### src/pkg/thr_pkg.sv
package thr_pkg;
	// clock and one-second tick
	localparam int unsigned CLK_PERIOD_NS = 50;
	localparam int unsigned SEC_TIME_NS   = 1000000000;
	localparam int unsigned SEC_CYCLES    = SEC_TIME_NS / CLK_PERIOD_NS;

	// data and address widths, instance count
	localparam int unsigned DW         = 16;
	localparam int unsigned AW         = 3;
	localparam int unsigned THR_COUNT  = 2;
	localparam int unsigned CFG_WORDS  = 5;
	localparam int unsigned STAT_WORDS = 3;

	// register word indices
	localparam logic [2:0] REG_CTRL      = 3'h0;
	localparam logic [2:0] REG_THR1_CFG  = 3'h1;
	localparam logic [2:0] REG_THR1_TIME = 3'h2;
	localparam logic [2:0] REG_THR2_CFG  = 3'h3;
	localparam logic [2:0] REG_THR2_TIME = 3'h4;
	localparam logic [2:0] REG_STATUS    = 3'h5;
	localparam logic [2:0] REG_THR1_EFF  = 3'h6;
	localparam logic [2:0] REG_THR2_EFF  = 3'h7;

	// control word fields
	localparam int unsigned CTRL_LIMITS_LSB = 0;
	localparam int unsigned CTRL_DIFF_LSB   = 2;
	localparam int unsigned CTRL_LOAD_BIT   = 8;

	// threshold config word fields
	localparam int unsigned CFG_IDX_LSB  = 0;
	localparam int unsigned CFG_EXT_LSB  = 5;
	localparam int unsigned CFG_HYST_LSB = 8;
	localparam int unsigned CFG_MODE_LSB = 12;

	// threshold timing word fields
	localparam int unsigned TIM_ON_LSB  = 0;
	localparam int unsigned TIM_OFF_LSB = 4;
	localparam int unsigned TIM_SOC_BIT = 8;
	localparam int unsigned TIM_CYC_LSB = 9;

	// values after reset
	localparam logic [15:0] CTRL_RST      = 16'h0000;
	localparam logic [15:0] CFG_RST       = 16'h0001;
	localparam logic [15:0] TIME_RST      = 16'h0000;
	localparam logic [15:0] RANGE_TOP_RST = 16'h02a2;

	// scaling and limits
	localparam logic [15:0] LUX_STEP     = 16'h0019;
	localparam logic [4:0]  THR_IDX_MIN  = 5'h01;
	localparam logic [4:0]  THR_IDX_MAX  = 5'h1a;
	localparam logic [6:0]  CYC_MAX      = 7'h78;
	localparam logic [11:0] CYC_UNIT_S   = 12'h00a;
	localparam logic [3:0]  MEAS_DELAY_S = 4'ha;
	localparam logic [31:0] DIFF_PM0     = 32'h0000_0005;
	localparam logic [31:0] DIFF_PM1     = 32'h0000_000a;
	localparam logic [31:0] DIFF_PM2     = 32'h0000_001e;
	localparam logic [31:0] DIFF_PM3     = 32'h0000_0064;
	localparam logic [31:0] PM_DIV       = 32'h0000_03e8;

	typedef enum logic [1:0] {THR_EXT_NONE, THR_EXT_16, THR_EXT_8, THR_EXT_TEACH} thr_ext_t;
	typedef enum logic       {THR_IDLE, THR_WAIT} thr_dly_t;

	// delay codes in seconds: none, 1s..30s, 1, 3, 5, 10, 15, 30, 60 min
	function automatic logic [11:0] thr_delay_s(input logic [3:0] code);
		case (code)
			4'h1: thr_delay_s = 12'h001;
			4'h2: thr_delay_s = 12'h003;
			4'h3: thr_delay_s = 12'h005;
			4'h4: thr_delay_s = 12'h00a;
			4'h5: thr_delay_s = 12'h00f;
			4'h6: thr_delay_s = 12'h01e;
			4'h7: thr_delay_s = 12'h03c;
			4'h8: thr_delay_s = 12'h0b4;
			4'h9: thr_delay_s = 12'h12c;
			4'ha: thr_delay_s = 12'h258;
			4'hb: thr_delay_s = 12'h384;
			4'hc: thr_delay_s = 12'h708;
			4'hd: thr_delay_s = 12'he10;
			default: thr_delay_s = 12'h000;
		endcase
	endfunction

	// hysteresis codes: none, 5, 10, 25, 50, then 100 to 600 in 50s
	function automatic logic [15:0] thr_hyst(input logic [3:0] code);
		case (code)
			4'h0: thr_hyst = 16'h0000;
			4'h1: thr_hyst = 16'h0005;
			4'h2: thr_hyst = 16'h000a;
			4'h3: thr_hyst = 16'h0019;
			4'h4: thr_hyst = 16'h0032;
			default: thr_hyst = 16'(({12'h000, code} - 16'h0003) * 16'h0032);
		endcase
	endfunction

	function automatic logic [15:0] thr_rst_word(input int unsigned i);
		if (i == 0) begin
			thr_rst_word = CTRL_RST;
		end else if (i % 2 == 1) begin
			thr_rst_word = CFG_RST;
		end else begin
			thr_rst_word = TIME_RST;
		end
	endfunction
endpackage

### src/pkg/thr_cfg_if.sv
`timescale 1ns/1ps
`default_nettype none
interface thr_cfg_if;
	logic                                                wr;
	logic                                                rd;
	logic [thr_pkg::AW-1:0]                              addr;
	logic [thr_pkg::DW-1:0]                              wdata;
	logic [thr_pkg::DW-1:0]                              rdata;
	wire logic [thr_pkg::CFG_WORDS-1:0][thr_pkg::DW-1:0] cfg;
	logic [thr_pkg::STAT_WORDS-1:0][thr_pkg::DW-1:0]     stat;

	modport core (output wr, rd, addr, wdata, stat, input rdata, cfg);
	modport mem (input wr, rd, addr, wdata, stat, output rdata, cfg);
endinterface
`default_nettype wire

### src/rtl/thr_reporter.sv
`timescale 1ns/1ps
`default_nettype none
// Notes on behaviour
// - 16-bit external value replaces configured threshold
// - 8-bit external value replaces configured threshold
// - teach pulse stores current measurement as threshold
// - download discards external value until fresh one
// - change to 1 applied after switch-on delay
// - previous 0 repeated while on-delay runs
// - change to 0 applied after switch-off delay
// - previous 1 repeated while off-delay runs
// - silent condition also suppresses cyclic sends
// - no change sends when disabled; cyclic still
// - send-on-change sends every non-silent 0/1 transition
// - both disabled means never sent
// - cycle period is setting times ten seconds
// - threshold in 25 lux steps, 25..650
// - hysteresis from none, 5 up to 600
// - exceed modes: above sets, below minus hysteresis resets
// - undershoot modes: below sets, above plus hysteresis resets
// - hysteresis-silent modes send only primary crossing
// - primary-silent modes send only hysteresis crossing
// - zero, one or two thresholds; unused inactive
// - measured value sent on step change, 10 s delay
// - step relative to range top value
module thr_reporter #(
	parameter int unsigned  SEC_CYCLES = thr_pkg::SEC_CYCLES,
	parameter logic [15:0]  RANGE_TOP  = thr_pkg::RANGE_TOP_RST
) (
	input  wire logic                         ref_clk,
	input  wire logic                         rst,
	input  wire logic [thr_pkg::AW-1:0]       reg_addr,
	input  wire logic [thr_pkg::DW-1:0]       reg_wdata,
	input  wire logic                         reg_wr,
	input  wire logic                         reg_rd,
	output wire logic [thr_pkg::DW-1:0]       reg_rdata,
	input  wire logic                         meas_valid,
	input  wire logic [thr_pkg::DW-1:0]       meas_value,
	input  wire logic [thr_pkg::THR_COUNT-1:0] ext_wr,
	input  wire logic [thr_pkg::DW-1:0]       ext_value,
	input  wire logic [thr_pkg::THR_COUNT-1:0] teach_sw,
	output wire logic [thr_pkg::THR_COUNT-1:0] obj_send,
	output wire logic [thr_pkg::THR_COUNT-1:0] obj_value,
	output logic                              meas_send,
	output logic [thr_pkg::DW-1:0]            meas_out
);
	localparam int SECW = $clog2(SEC_CYCLES + 1);
	localparam int NT   = thr_pkg::THR_COUNT;

	thr_cfg_if cfg_bus ();

	thr_regfile u_regfile (
		.ref_clk (ref_clk),
		.rst     (rst),
		.bus     (cfg_bus.mem)
	);

	logic [thr_pkg::DW-1:0] ctrl_w;
	logic [1:0]             limits;
	logic [1:0]             diff_sel;
	logic                   load_ff;
	logic [SECW-1:0]        sec_cnt_ff;
	logic                   sec_tick_ff;
	logic [thr_pkg::DW-1:0] meas_ff;
	logic                   meas_new_ff;
	wire logic [NT-1:0]     obj_v;
	wire logic [NT-1:0]     cond_v;
	wire logic [NT-1:0]     extv_v;
	wire logic [NT-1:0]     wait_v;
	wire logic [NT-1:0][thr_pkg::DW-1:0] thr_v;

	// register port; the load bit is a command and is never stored
	assign cfg_bus.wr    = reg_wr;
	assign cfg_bus.rd    = reg_rd;
	assign cfg_bus.addr  = reg_addr;
	assign cfg_bus.wdata = (reg_addr == thr_pkg::REG_CTRL) ?
		(reg_wdata & ~(16'h0001 << thr_pkg::CTRL_LOAD_BIT)) : reg_wdata;
	assign reg_rdata     = cfg_bus.rdata;

	// read-only words showing block state
	assign cfg_bus.stat[0] = {8'h00, wait_v, extv_v, cond_v, obj_v};
	assign cfg_bus.stat[1] = thr_v[0];
	assign cfg_bus.stat[2] = thr_v[1];

	assign ctrl_w   = cfg_bus.cfg[thr_pkg::REG_CTRL];
	assign limits   = ctrl_w[thr_pkg::CTRL_LIMITS_LSB +: 2];
	assign diff_sel = ctrl_w[thr_pkg::CTRL_DIFF_LSB +: 2];

	always_ff @(posedge ref_clk) begin
		if (rst) begin
			load_ff <= 1'b0;
		end else begin
			load_ff <= reg_wr && reg_addr == thr_pkg::REG_CTRL &&
				reg_wdata[thr_pkg::CTRL_LOAD_BIT];
		end
	end

	// one-second enable; every timer below counts these ticks
	always_ff @(posedge ref_clk) begin
		if (rst) begin
			sec_cnt_ff  <= '0;
			sec_tick_ff <= 1'b0;
		end else if (sec_cnt_ff == SECW'(SEC_CYCLES - 1)) begin
			sec_cnt_ff  <= '0;
			sec_tick_ff <= 1'b1;
		end else begin
			sec_cnt_ff  <= SECW'(sec_cnt_ff + 1'b1);
			sec_tick_ff <= 1'b0;
		end
	end

	// latest measurement and its arrival pulse
	always_ff @(posedge ref_clk) begin
		if (rst) begin
			meas_ff     <= '0;
			meas_new_ff <= 1'b0;
		end else begin
			meas_new_ff <= meas_valid;
			if (meas_valid) begin
				meas_ff <= meas_value;
			end
		end
	end

	// measured-value reporting
	logic [31:0]            step_wide;
	logic [thr_pkg::DW-1:0] step;
	logic [thr_pkg::DW-1:0] last_sent_ff;
	logic [thr_pkg::DW-1:0] meas_diff;
	logic [3:0]             gap_ff;

	// step from range top, never below one count
	always_comb begin
		case (diff_sel)
			2'h0: step_wide = (32'(RANGE_TOP) * thr_pkg::DIFF_PM0) / thr_pkg::PM_DIV;
			2'h1: step_wide = (32'(RANGE_TOP) * thr_pkg::DIFF_PM1) / thr_pkg::PM_DIV;
			2'h2: step_wide = (32'(RANGE_TOP) * thr_pkg::DIFF_PM2) / thr_pkg::PM_DIV;
			default: step_wide = (32'(RANGE_TOP) * thr_pkg::DIFF_PM3) / thr_pkg::PM_DIV;
		endcase
		step = (step_wide[15:0] == 16'h0000) ? 16'h0001 : step_wide[15:0];
	end

	assign meas_diff = (meas_ff >= last_sent_ff) ? (meas_ff - last_sent_ff) :
		(last_sent_ff - meas_ff);

	// send on step change, at least ten second ticks apart (just over 9 s)
	always_ff @(posedge ref_clk) begin
		if (rst) begin
			last_sent_ff <= '0;
			gap_ff       <= 4'h0;
			meas_send    <= 1'b0;
			meas_out     <= '0;
		end else begin
			meas_send <= 1'b0;
			if (meas_diff >= step && gap_ff >= thr_pkg::MEAS_DELAY_S) begin
				meas_send    <= 1'b1;
				meas_out     <= meas_ff;
				last_sent_ff <= meas_ff;
				gap_ff       <= 4'h0;
			end else if (sec_tick_ff && gap_ff < thr_pkg::MEAS_DELAY_S) begin
				gap_ff <= 4'(gap_ff + 1'b1);
			end
		end
	end

	// one instance per threshold
	for (genvar g = 0; g < NT; g++) begin : g_thr
		logic [thr_pkg::DW-1:0] cfg_w;
		logic [thr_pkg::DW-1:0] tim_w;
		logic [4:0]             idx;
		logic [4:0]             idx_c;
		logic [3:0]             mode;
		logic [3:0]             on_code;
		logic [3:0]             off_code;
		logic                   soc;
		logic [6:0]             cyc;
		logic [6:0]             cyc_c;
		logic [11:0]            period;
		thr_pkg::thr_ext_t      ext_sel;
		logic                   active;
		logic                   under;
		logic                   prim;
		logic                   des;
		logic                   silent_now;
		logic                   take;
		logic [thr_pkg::DW-1:0] ext_new;
		logic [thr_pkg::DW-1:0] cfg_thr;
		logic [thr_pkg::DW-1:0] hyst;
		logic [thr_pkg::DW-1:0] thr;
		logic [thr_pkg::DW-1:0] lo;
		logic [thr_pkg::DW:0]   hi;
		logic [11:0]            dly;
		logic [thr_pkg::DW-1:0] ext_ff;
		logic                   ext_valid_ff;
		logic                   upd_ff;
		logic                   cond_ff;
		thr_pkg::thr_dly_t      st_ff;
		logic [11:0]            tmr_ff;
		logic                   obj_ff;
		logic                   chg_ff;
		logic [11:0]            cyc_cnt_ff;
		logic                   due_ff;
		logic                   send_ff;
		logic                   val_ff;

		assign cfg_w    = cfg_bus.cfg[1 + 2 * g];
		assign tim_w    = cfg_bus.cfg[2 + 2 * g];
		assign idx      = cfg_w[thr_pkg::CFG_IDX_LSB +: 5];
		assign ext_sel  = thr_pkg::thr_ext_t'(cfg_w[thr_pkg::CFG_EXT_LSB +: 2]);
		assign mode     = cfg_w[thr_pkg::CFG_MODE_LSB +: 4];
		assign on_code  = tim_w[thr_pkg::TIM_ON_LSB +: 4];
		assign off_code = tim_w[thr_pkg::TIM_OFF_LSB +: 4];
		assign soc      = tim_w[thr_pkg::TIM_SOC_BIT];
		assign cyc      = tim_w[thr_pkg::TIM_CYC_LSB +: 7];

		// instance g runs only when enough thresholds are chosen
		assign active = limits > 2'(g);

		// configured threshold, index clamped to the legal steps
		assign idx_c   = (idx < thr_pkg::THR_IDX_MIN) ? thr_pkg::THR_IDX_MIN :
			(idx > thr_pkg::THR_IDX_MAX) ? thr_pkg::THR_IDX_MAX : idx;
		assign cfg_thr = 16'(idx_c) * thr_pkg::LUX_STEP;
		assign hyst    = thr_pkg::thr_hyst(cfg_w[thr_pkg::CFG_HYST_LSB +: 4]);

		// external value wins once one has been received
		assign thr = (ext_sel != thr_pkg::THR_EXT_NONE && ext_valid_ff) ? ext_ff : cfg_thr;
		assign lo  = (thr > hyst) ? 16'(thr - hyst) : 16'h0000;
		assign hi  = {1'b0, thr} + {1'b0, hyst};

		// mode bit 1 picks direction, bit 0 the chosen value, top bits the silent side
		assign under = mode[1];
		assign prim  = ~mode[0];
		assign des   = cond_ff ? prim : ~prim;

		// silent side is judged on the applied value
		assign silent_now = (mode[3:2] == 2'h1 && obj_ff != prim) ||
			(mode[3:2] == 2'h2 && obj_ff == prim);

		always_comb begin
			take    = 1'b0;
			ext_new = ext_value;
			case (ext_sel)
				thr_pkg::THR_EXT_16: begin
					take = ext_wr[g];
				end
				thr_pkg::THR_EXT_8: begin
					take    = ext_wr[g];
					ext_new = {8'h00, ext_value[7:0]};
				end
				thr_pkg::THR_EXT_TEACH: begin
					take    = teach_sw[g];
					ext_new = meas_ff;
				end
				default: begin
					take = 1'b0;
				end
			endcase
		end

		// download drops the external value; a value in the same cycle still counts
		always_ff @(posedge ref_clk) begin
			if (rst) begin
				ext_ff       <= '0;
				ext_valid_ff <= 1'b0;
				upd_ff       <= 1'b0;
			end else begin
				upd_ff <= take || load_ff;
				if (load_ff) begin
					ext_valid_ff <= 1'b0;
				end
				if (take) begin
					ext_ff       <= ext_new;
					ext_valid_ff <= 1'b1;
				end
			end
		end

		// comparator re-evaluated on a new measurement or threshold
		always_ff @(posedge ref_clk) begin
			if (rst || !active || load_ff) begin
				cond_ff <= 1'b0;
			end else if (meas_new_ff || upd_ff) begin
				if (!under) begin
					if (meas_ff > thr) begin
						cond_ff <= 1'b1;
					end else if (meas_ff < lo) begin
						cond_ff <= 1'b0;
					end
				end else begin
					if (meas_ff < thr) begin
						cond_ff <= 1'b1;
					end else if ({1'b0, meas_ff} > hi) begin
						cond_ff <= 1'b0;
					end
				end
			end
		end

		// delay picked by the direction of the change
		assign dly = thr_pkg::thr_delay_s(des ? on_code : off_code);

		// obj_ff keeps the old value until the delay ends
		always_ff @(posedge ref_clk) begin
			if (rst || !active) begin
				st_ff  <= thr_pkg::THR_IDLE;
				tmr_ff <= 12'h000;
				obj_ff <= 1'b0;
				chg_ff <= 1'b0;
			end else begin
				chg_ff <= 1'b0;
				case (st_ff)
					thr_pkg::THR_IDLE: begin
						if (des != obj_ff && dly == 12'h000) begin
							obj_ff <= des;
							chg_ff <= 1'b1;
						end else if (des != obj_ff) begin
							st_ff  <= thr_pkg::THR_WAIT;
							tmr_ff <= 12'h000;
						end
					end
					thr_pkg::THR_WAIT: begin
						if (des == obj_ff) begin
							st_ff <= thr_pkg::THR_IDLE;
						end else if (sec_tick_ff && 12'(tmr_ff + 1'b1) >= dly) begin
							obj_ff <= des;
							chg_ff <= 1'b1;
							st_ff  <= thr_pkg::THR_IDLE;
						end else if (sec_tick_ff) begin
							tmr_ff <= 12'(tmr_ff + 1'b1);
						end
					end
					default: begin
						st_ff <= thr_pkg::THR_IDLE;
					end
				endcase
			end
		end

		// period in seconds, setting held to its top value
		assign cyc_c  = (cyc > thr_pkg::CYC_MAX) ? thr_pkg::CYC_MAX : cyc;
		assign period = 12'(cyc_c) * thr_pkg::CYC_UNIT_S;

		// cycle timer restarts after each cyclic slot
		always_ff @(posedge ref_clk) begin
			if (rst || !active || cyc_c == 7'h00) begin
				cyc_cnt_ff <= 12'h000;
				due_ff     <= 1'b0;
			end else begin
				due_ff <= 1'b0;
				if (sec_tick_ff && 12'(cyc_cnt_ff + 1'b1) >= period) begin
					cyc_cnt_ff <= 12'h000;
					due_ff     <= 1'b1;
				end else if (sec_tick_ff) begin
					cyc_cnt_ff <= 12'(cyc_cnt_ff + 1'b1);
				end
			end
		end

		// telegram only on enabled, non-silent events
		always_ff @(posedge ref_clk) begin
			if (rst) begin
				send_ff <= 1'b0;
				val_ff  <= 1'b0;
			end else begin
				send_ff <= active && !silent_now && ((chg_ff && soc) || due_ff);
				val_ff  <= obj_ff;
			end
		end

		assign obj_send[g]  = send_ff;
		assign obj_value[g] = val_ff;
		assign obj_v[g]     = obj_ff;
		assign cond_v[g]    = cond_ff;
		assign extv_v[g]    = ext_valid_ff;
		assign wait_v[g]    = (st_ff == thr_pkg::THR_WAIT);
		assign thr_v[g]     = thr;
	end
endmodule
`default_nettype wire

### src/rtl/thr_regfile.sv
`timescale 1ns/1ps
`default_nettype none
module thr_regfile (
	input wire logic ref_clk,
	input wire logic rst,
	thr_cfg_if.mem   bus
);
	// one register per configuration word
	for (genvar i = 0; i < thr_pkg::CFG_WORDS; i++) begin : g_word
		logic [thr_pkg::DW-1:0] word_ff;
		always_ff @(posedge ref_clk) begin
			if (rst) begin
				word_ff <= thr_pkg::thr_rst_word(i);
			end else if (bus.wr && bus.addr == thr_pkg::AW'(i)) begin
				word_ff <= bus.wdata;
			end
		end
		assign bus.cfg[i] = word_ff;
	end

	// registered read, zero outside the answer cycle
	always_ff @(posedge ref_clk) begin
		if (rst) begin
			bus.rdata <= '0;
		end else if (!bus.rd) begin
			bus.rdata <= '0;
		end else if (bus.addr < thr_pkg::AW'(thr_pkg::CFG_WORDS)) begin
			bus.rdata <= bus.cfg[bus.addr];
		end else begin
			bus.rdata <= bus.stat[thr_pkg::AW'(bus.addr - thr_pkg::AW'(thr_pkg::CFG_WORDS))];
		end
	end
endmodule
`default_nettype wire

### config.mk
export PLATFORM = sky130hd
export DESIGN_NAME = thr_reporter
export DESIGN_NICKNAME = d
export VERILOG_FILES = /design/src/pkg/thr_pkg.sv /design/src/pkg/thr_cfg_if.sv /design/src/rtl/thr_reporter.sv /design/src/rtl/thr_regfile.sv
export SDC_FILE = /design/constraint.sdc
export NUM_CORES = 1
export LEC_CHECK = 0
export ABC_CLOCK_PERIOD_IN_PS = 7000
export BUFFER_PORTS_ARGS = -buffer_cell sky130_fd_sc_hd__buf_2
export CORE_ASPECT_RATIO = 0.5
export CORE_MARGIN = 2
export CORE_UTILIZATION = 42
export CTS_CLUSTER_DIAMETER = 150
export DETAILED_ROUTE_END_ITERATION = 16
export PLACE_DENSITY = 0.64
export SKIP_LAST_GASP = 1
export SYNTH_ARGS = -nofsm -noshare
export SYNTH_HDL_FRONTEND = slang
export SYNTH_HIERARCHICAL = 1
export SYNTH_SLANG_ARGS = --single-unit
export TNS_END_PERCENT = 100
### constraint.sdc
create_clock -name ref_clk -period 7 [get_ports ref_clk]
set_clock_uncertainty 0.2 [all_clocks]
set_input_delay 1.05 -clock ref_clk [delete_from_list [all_inputs] [get_ports ref_clk]]
set_output_delay 1.05 -clock ref_clk [all_outputs]
set_load 0.02 [all_outputs]
==> results by group <==
Layout
  • Final core occ: 46.3%
  • Area growth syn-to-layout: 9.12%
  • NumNets Final: 3,419
  • Share of layout cells above drive strength 1: 9.94%

Power
  • Sw frac: 32.4%
  • Leakage: 11.6 nW
  • Switching power: around 1.4 mW
  • Pwr Density: 170 mW/mm^2
  • Clock power frac: 37.1%
  • Pint: 2.94 mW
  • Seq pwr share: 34.8%
  • Comb pwr share: 28.1%
  • Max VDD drop: ~0.00016 V

Logic synthesis
  • Ys Warns: 6
  • Seq/Total Area, Yosys: 22.0%
  • Post-synthesis cell count: around 2,900
  • Synthesized flop and latch total: around 260
  • Largest cells by area after synthesis: dfxtp_1 22%, ha_1 19%, nand2_1 6.1%, a21oi_1 5.1%, mux2i_1 3.8%
  • Syn avg cell area: 7.99 um^2
  • Post-synth cell types: 96
  • Synth area leader: dfxtp_1
  • Most common flop cell mapped by yosys: dfxtp_1
  • Post-synth EDFFs: 0
  • Synth cell count leaders: 384 x nand2_1, 363 x ha_1, 259 x dfxtp_1
  • Syn Std Cell Area: 0.0235 mm^2
  • Count leader, synth: nand2_1
  • Top-area cell type share of the netlist area: 22.0%
  • Fraction of registers with async set or reset after synthesis: 0%

Run status
  • Outcome: completed

Global routing
  • First-pass GRT wire length: around 100,000 um
  • Total track usage: 22.4%
  • Antenna violations before repair: 3
  • Vias in the first global route: 19,200
  • Total grt overflow: 0
  • Largest net degree at the start of global routing: 101

Worst setup path
  • CP max stage cell: a311oi_1
  • CP max stage delay: 510 ps
  • Crit path DAT: 6820 ps
  • Worst path required time: 7250 ps
  • Crit end category: flop
  • Type of the worst setup path: reg -> reg
  • Startpoint type of the worst setup path: flop
  • Top cell by count, worst path: ha_1
  • CP Max Fanout: 7

CTS
  • Max Root-Sink Buffers: 3
  • # H-tree levels: 1
  • Total CTS buffers: 27
  • Root buffer cell: clkbuf_16
  • CTS tree: yes
  • CTS Hold Bufs: 0
  • Later-pin clock latency in the skew report: 580 ps
  • Clk pin slew, worst setup/hold paths: 80 ps
  • Post-CTS Setup Inserts: 0
  • PostCTS Resize Cnt: 0
  • CTS Sinks: 259

Routing
  • Vias: 20,700
  • First-pass DRT Iterations: 5
  • DR WL/cell: 17.8 um
  • Final wirelength: 66,900 um
  • 1st-iter DRT viols: between 1,000 and 1,500
  • Post-route ant nets: 0
  • Drt via density: about 5.5
  • Detailed-route DRC error count: 0

STA
  • Worst Max-Slew Pin Slew: 1210 ps
  • Fin crit share: 93.9%
  • Final Critical Period: 6570 ps
  • Final Hold Viols: 0
  • Relative slew margins: 19.0%
  • Fmax: between 150 and 200 MHz
  • Endpoints failing setup: 0
  • RSZ-0062 raised after global routing: true
  • Slew Viols, Final: 0
  • Hold slack: 257 ps
  • Final WS setup: between 400 and 500 ps

Place
  • Gpl congestion: 0.925
  • Port buffer count: 96
  • DP Worst Slack: 172 ps
  • Final HPWL DP: 51,300 um

Floorplan
  • DIE AREA: 0.0581 mm^2
  • Cell Rows: 61
  • Starting density of the core: 42.4%
  • Die extent in y: 171 um
  • Core Area: 0.0555 mm^2
  • IO Count: 97
  • Chip width: 339 um

Run
  • Maxcap violations: 0

Min path
  • Hold Crit Class: reg -> reg
[placed cells by master (no fill, tap or decap), types with 18 or more instances in the layout]
cell type,Yosys,final
fa_1,18,18
a211oi_1,55,55
o21bai_1,21,21
nand2_1,384,383
a21o_1,69,69
nor2b_1,41,41
xnor2_1,102,102
xor2_1,85,85
mux2i_1,90,90
mux2_2,19,19
o21a_1,18,18
ha_1,363,355
clkbuf_16,0,27
nand2b_1,49,49
nand3_1,64,64
nor2_1,218,216
nor3_1,33,32
inv_1,207,206
o21ai_0,93,93
and3_1,37,37
buf_4,25,39
buf_2,8,95
dfxtp_1,259,254
a22oi_1,34,34
a21oi_1,239,238
nand4_1,30,30
[per-layer routing]
metal	GRT usage (%)	vias to the layer above	part of all wire [%]
met5	0	-	0
met3	3.60	104	5.7
met4	6.76	0	2.8
li1	-	10300	-
met1	30.2	9741	47
met2	36.8	519	44
[cell families after synthesis]
logic type | Yosys count | synth area share [%]
buffers and inverters | 347 | 6.41
XOR/XNOR | 189 | 7.14
multiplexers | 109 | 4.74
adder cells (fa/ha/maj) | 381 | 20.8
flip-flops | 259 | 22.0
other | 1 | 0.0159
AND/OR/NAND/NOR | 979 | 19.7
AO/OA/AOI/OAI | 681 | 19.1
[metrics by stage]
| step | cells | power [mW] | TNS (ps) | instance area [um^2] |
|---|---|---|---|---|
| floorplan | 2953 | 2.44 | 0 | 23600 |
| global placement | 3705 | 2.72 | 0 | 24600 |
| detailed placement | 3705 | 2.73 | 0 | 24600 |
| CTS | 3755 | 4.37 | 0 | 25500 |
| global route | 3757 | 4.59 | -15.3 | 25700 |
| finish | 3758 | 4.36 | 0 | 25700 |
[critical path: cells and delay by family, from the launching register on]
family	cells	cell delay [ps]
adders and majority gates	7	1950
DFF	1	360
AOI/OAI and AO/OA	11	2030
and+or+nand+nor	7	1280
buffers and inverters	2	330
xor gates and xnor gates	2	270
[path summary, 6_finish.rpt]
path | start | endpoint | slack (ps) | depth (start not counted)
hold / removal | u_regfile/g_word[0].word_ff[14] | u_regfile/g_word[0].word_ff[14] | 260 | 2
setup / recovery | u_regfile/g_word[3].word_ff[3] | g_thr[1].cond_ff | 430 | 29
hold reg to reg | u_regfile/g_word[0].word_ff[14] | u_regfile/g_word[0].word_ff[14] | 260 | 2
setup reg to reg | u_regfile/g_word[3].word_ff[3] | g_thr[1].cond_ff | 430 | 29
[registers in the layout, summed over array words and instances (netlist names), 4 cells and up]
register	flops
u_regfile/g_word.word_ff	80
g_thr.ext_ff	32
sec_cnt_ff	25
g_thr.cyc_cnt_ff	24
g_thr.tmr_ff	24
last_sent_ff	16
meas_ff	16
u_regfile/bus.rdata	16
gap_ff	4
[area by class of cell]
class,count,area [um^2]
fillers,5484,29800
multi-input cells,2347,17000
flip-flops and latches,259,5190
well taps,756,946
inverters,209,785
repair buffers,134,768
clock buffers,34,732
clock inverters,16,248
diodes,3,7.51
[power groups by stage]
stage	Sequential, mW	Combinational [mW]	Clock, mW
floorplan	1.55	0.889	0
global placement	1.55	1.17	0
detailed placement	1.55	1.18	0
CTS	1.52	1.19	1.66
global route	1.52	1.36	1.71
finish	1.52	1.22	1.62
Power figures use the tool's default switching activity.
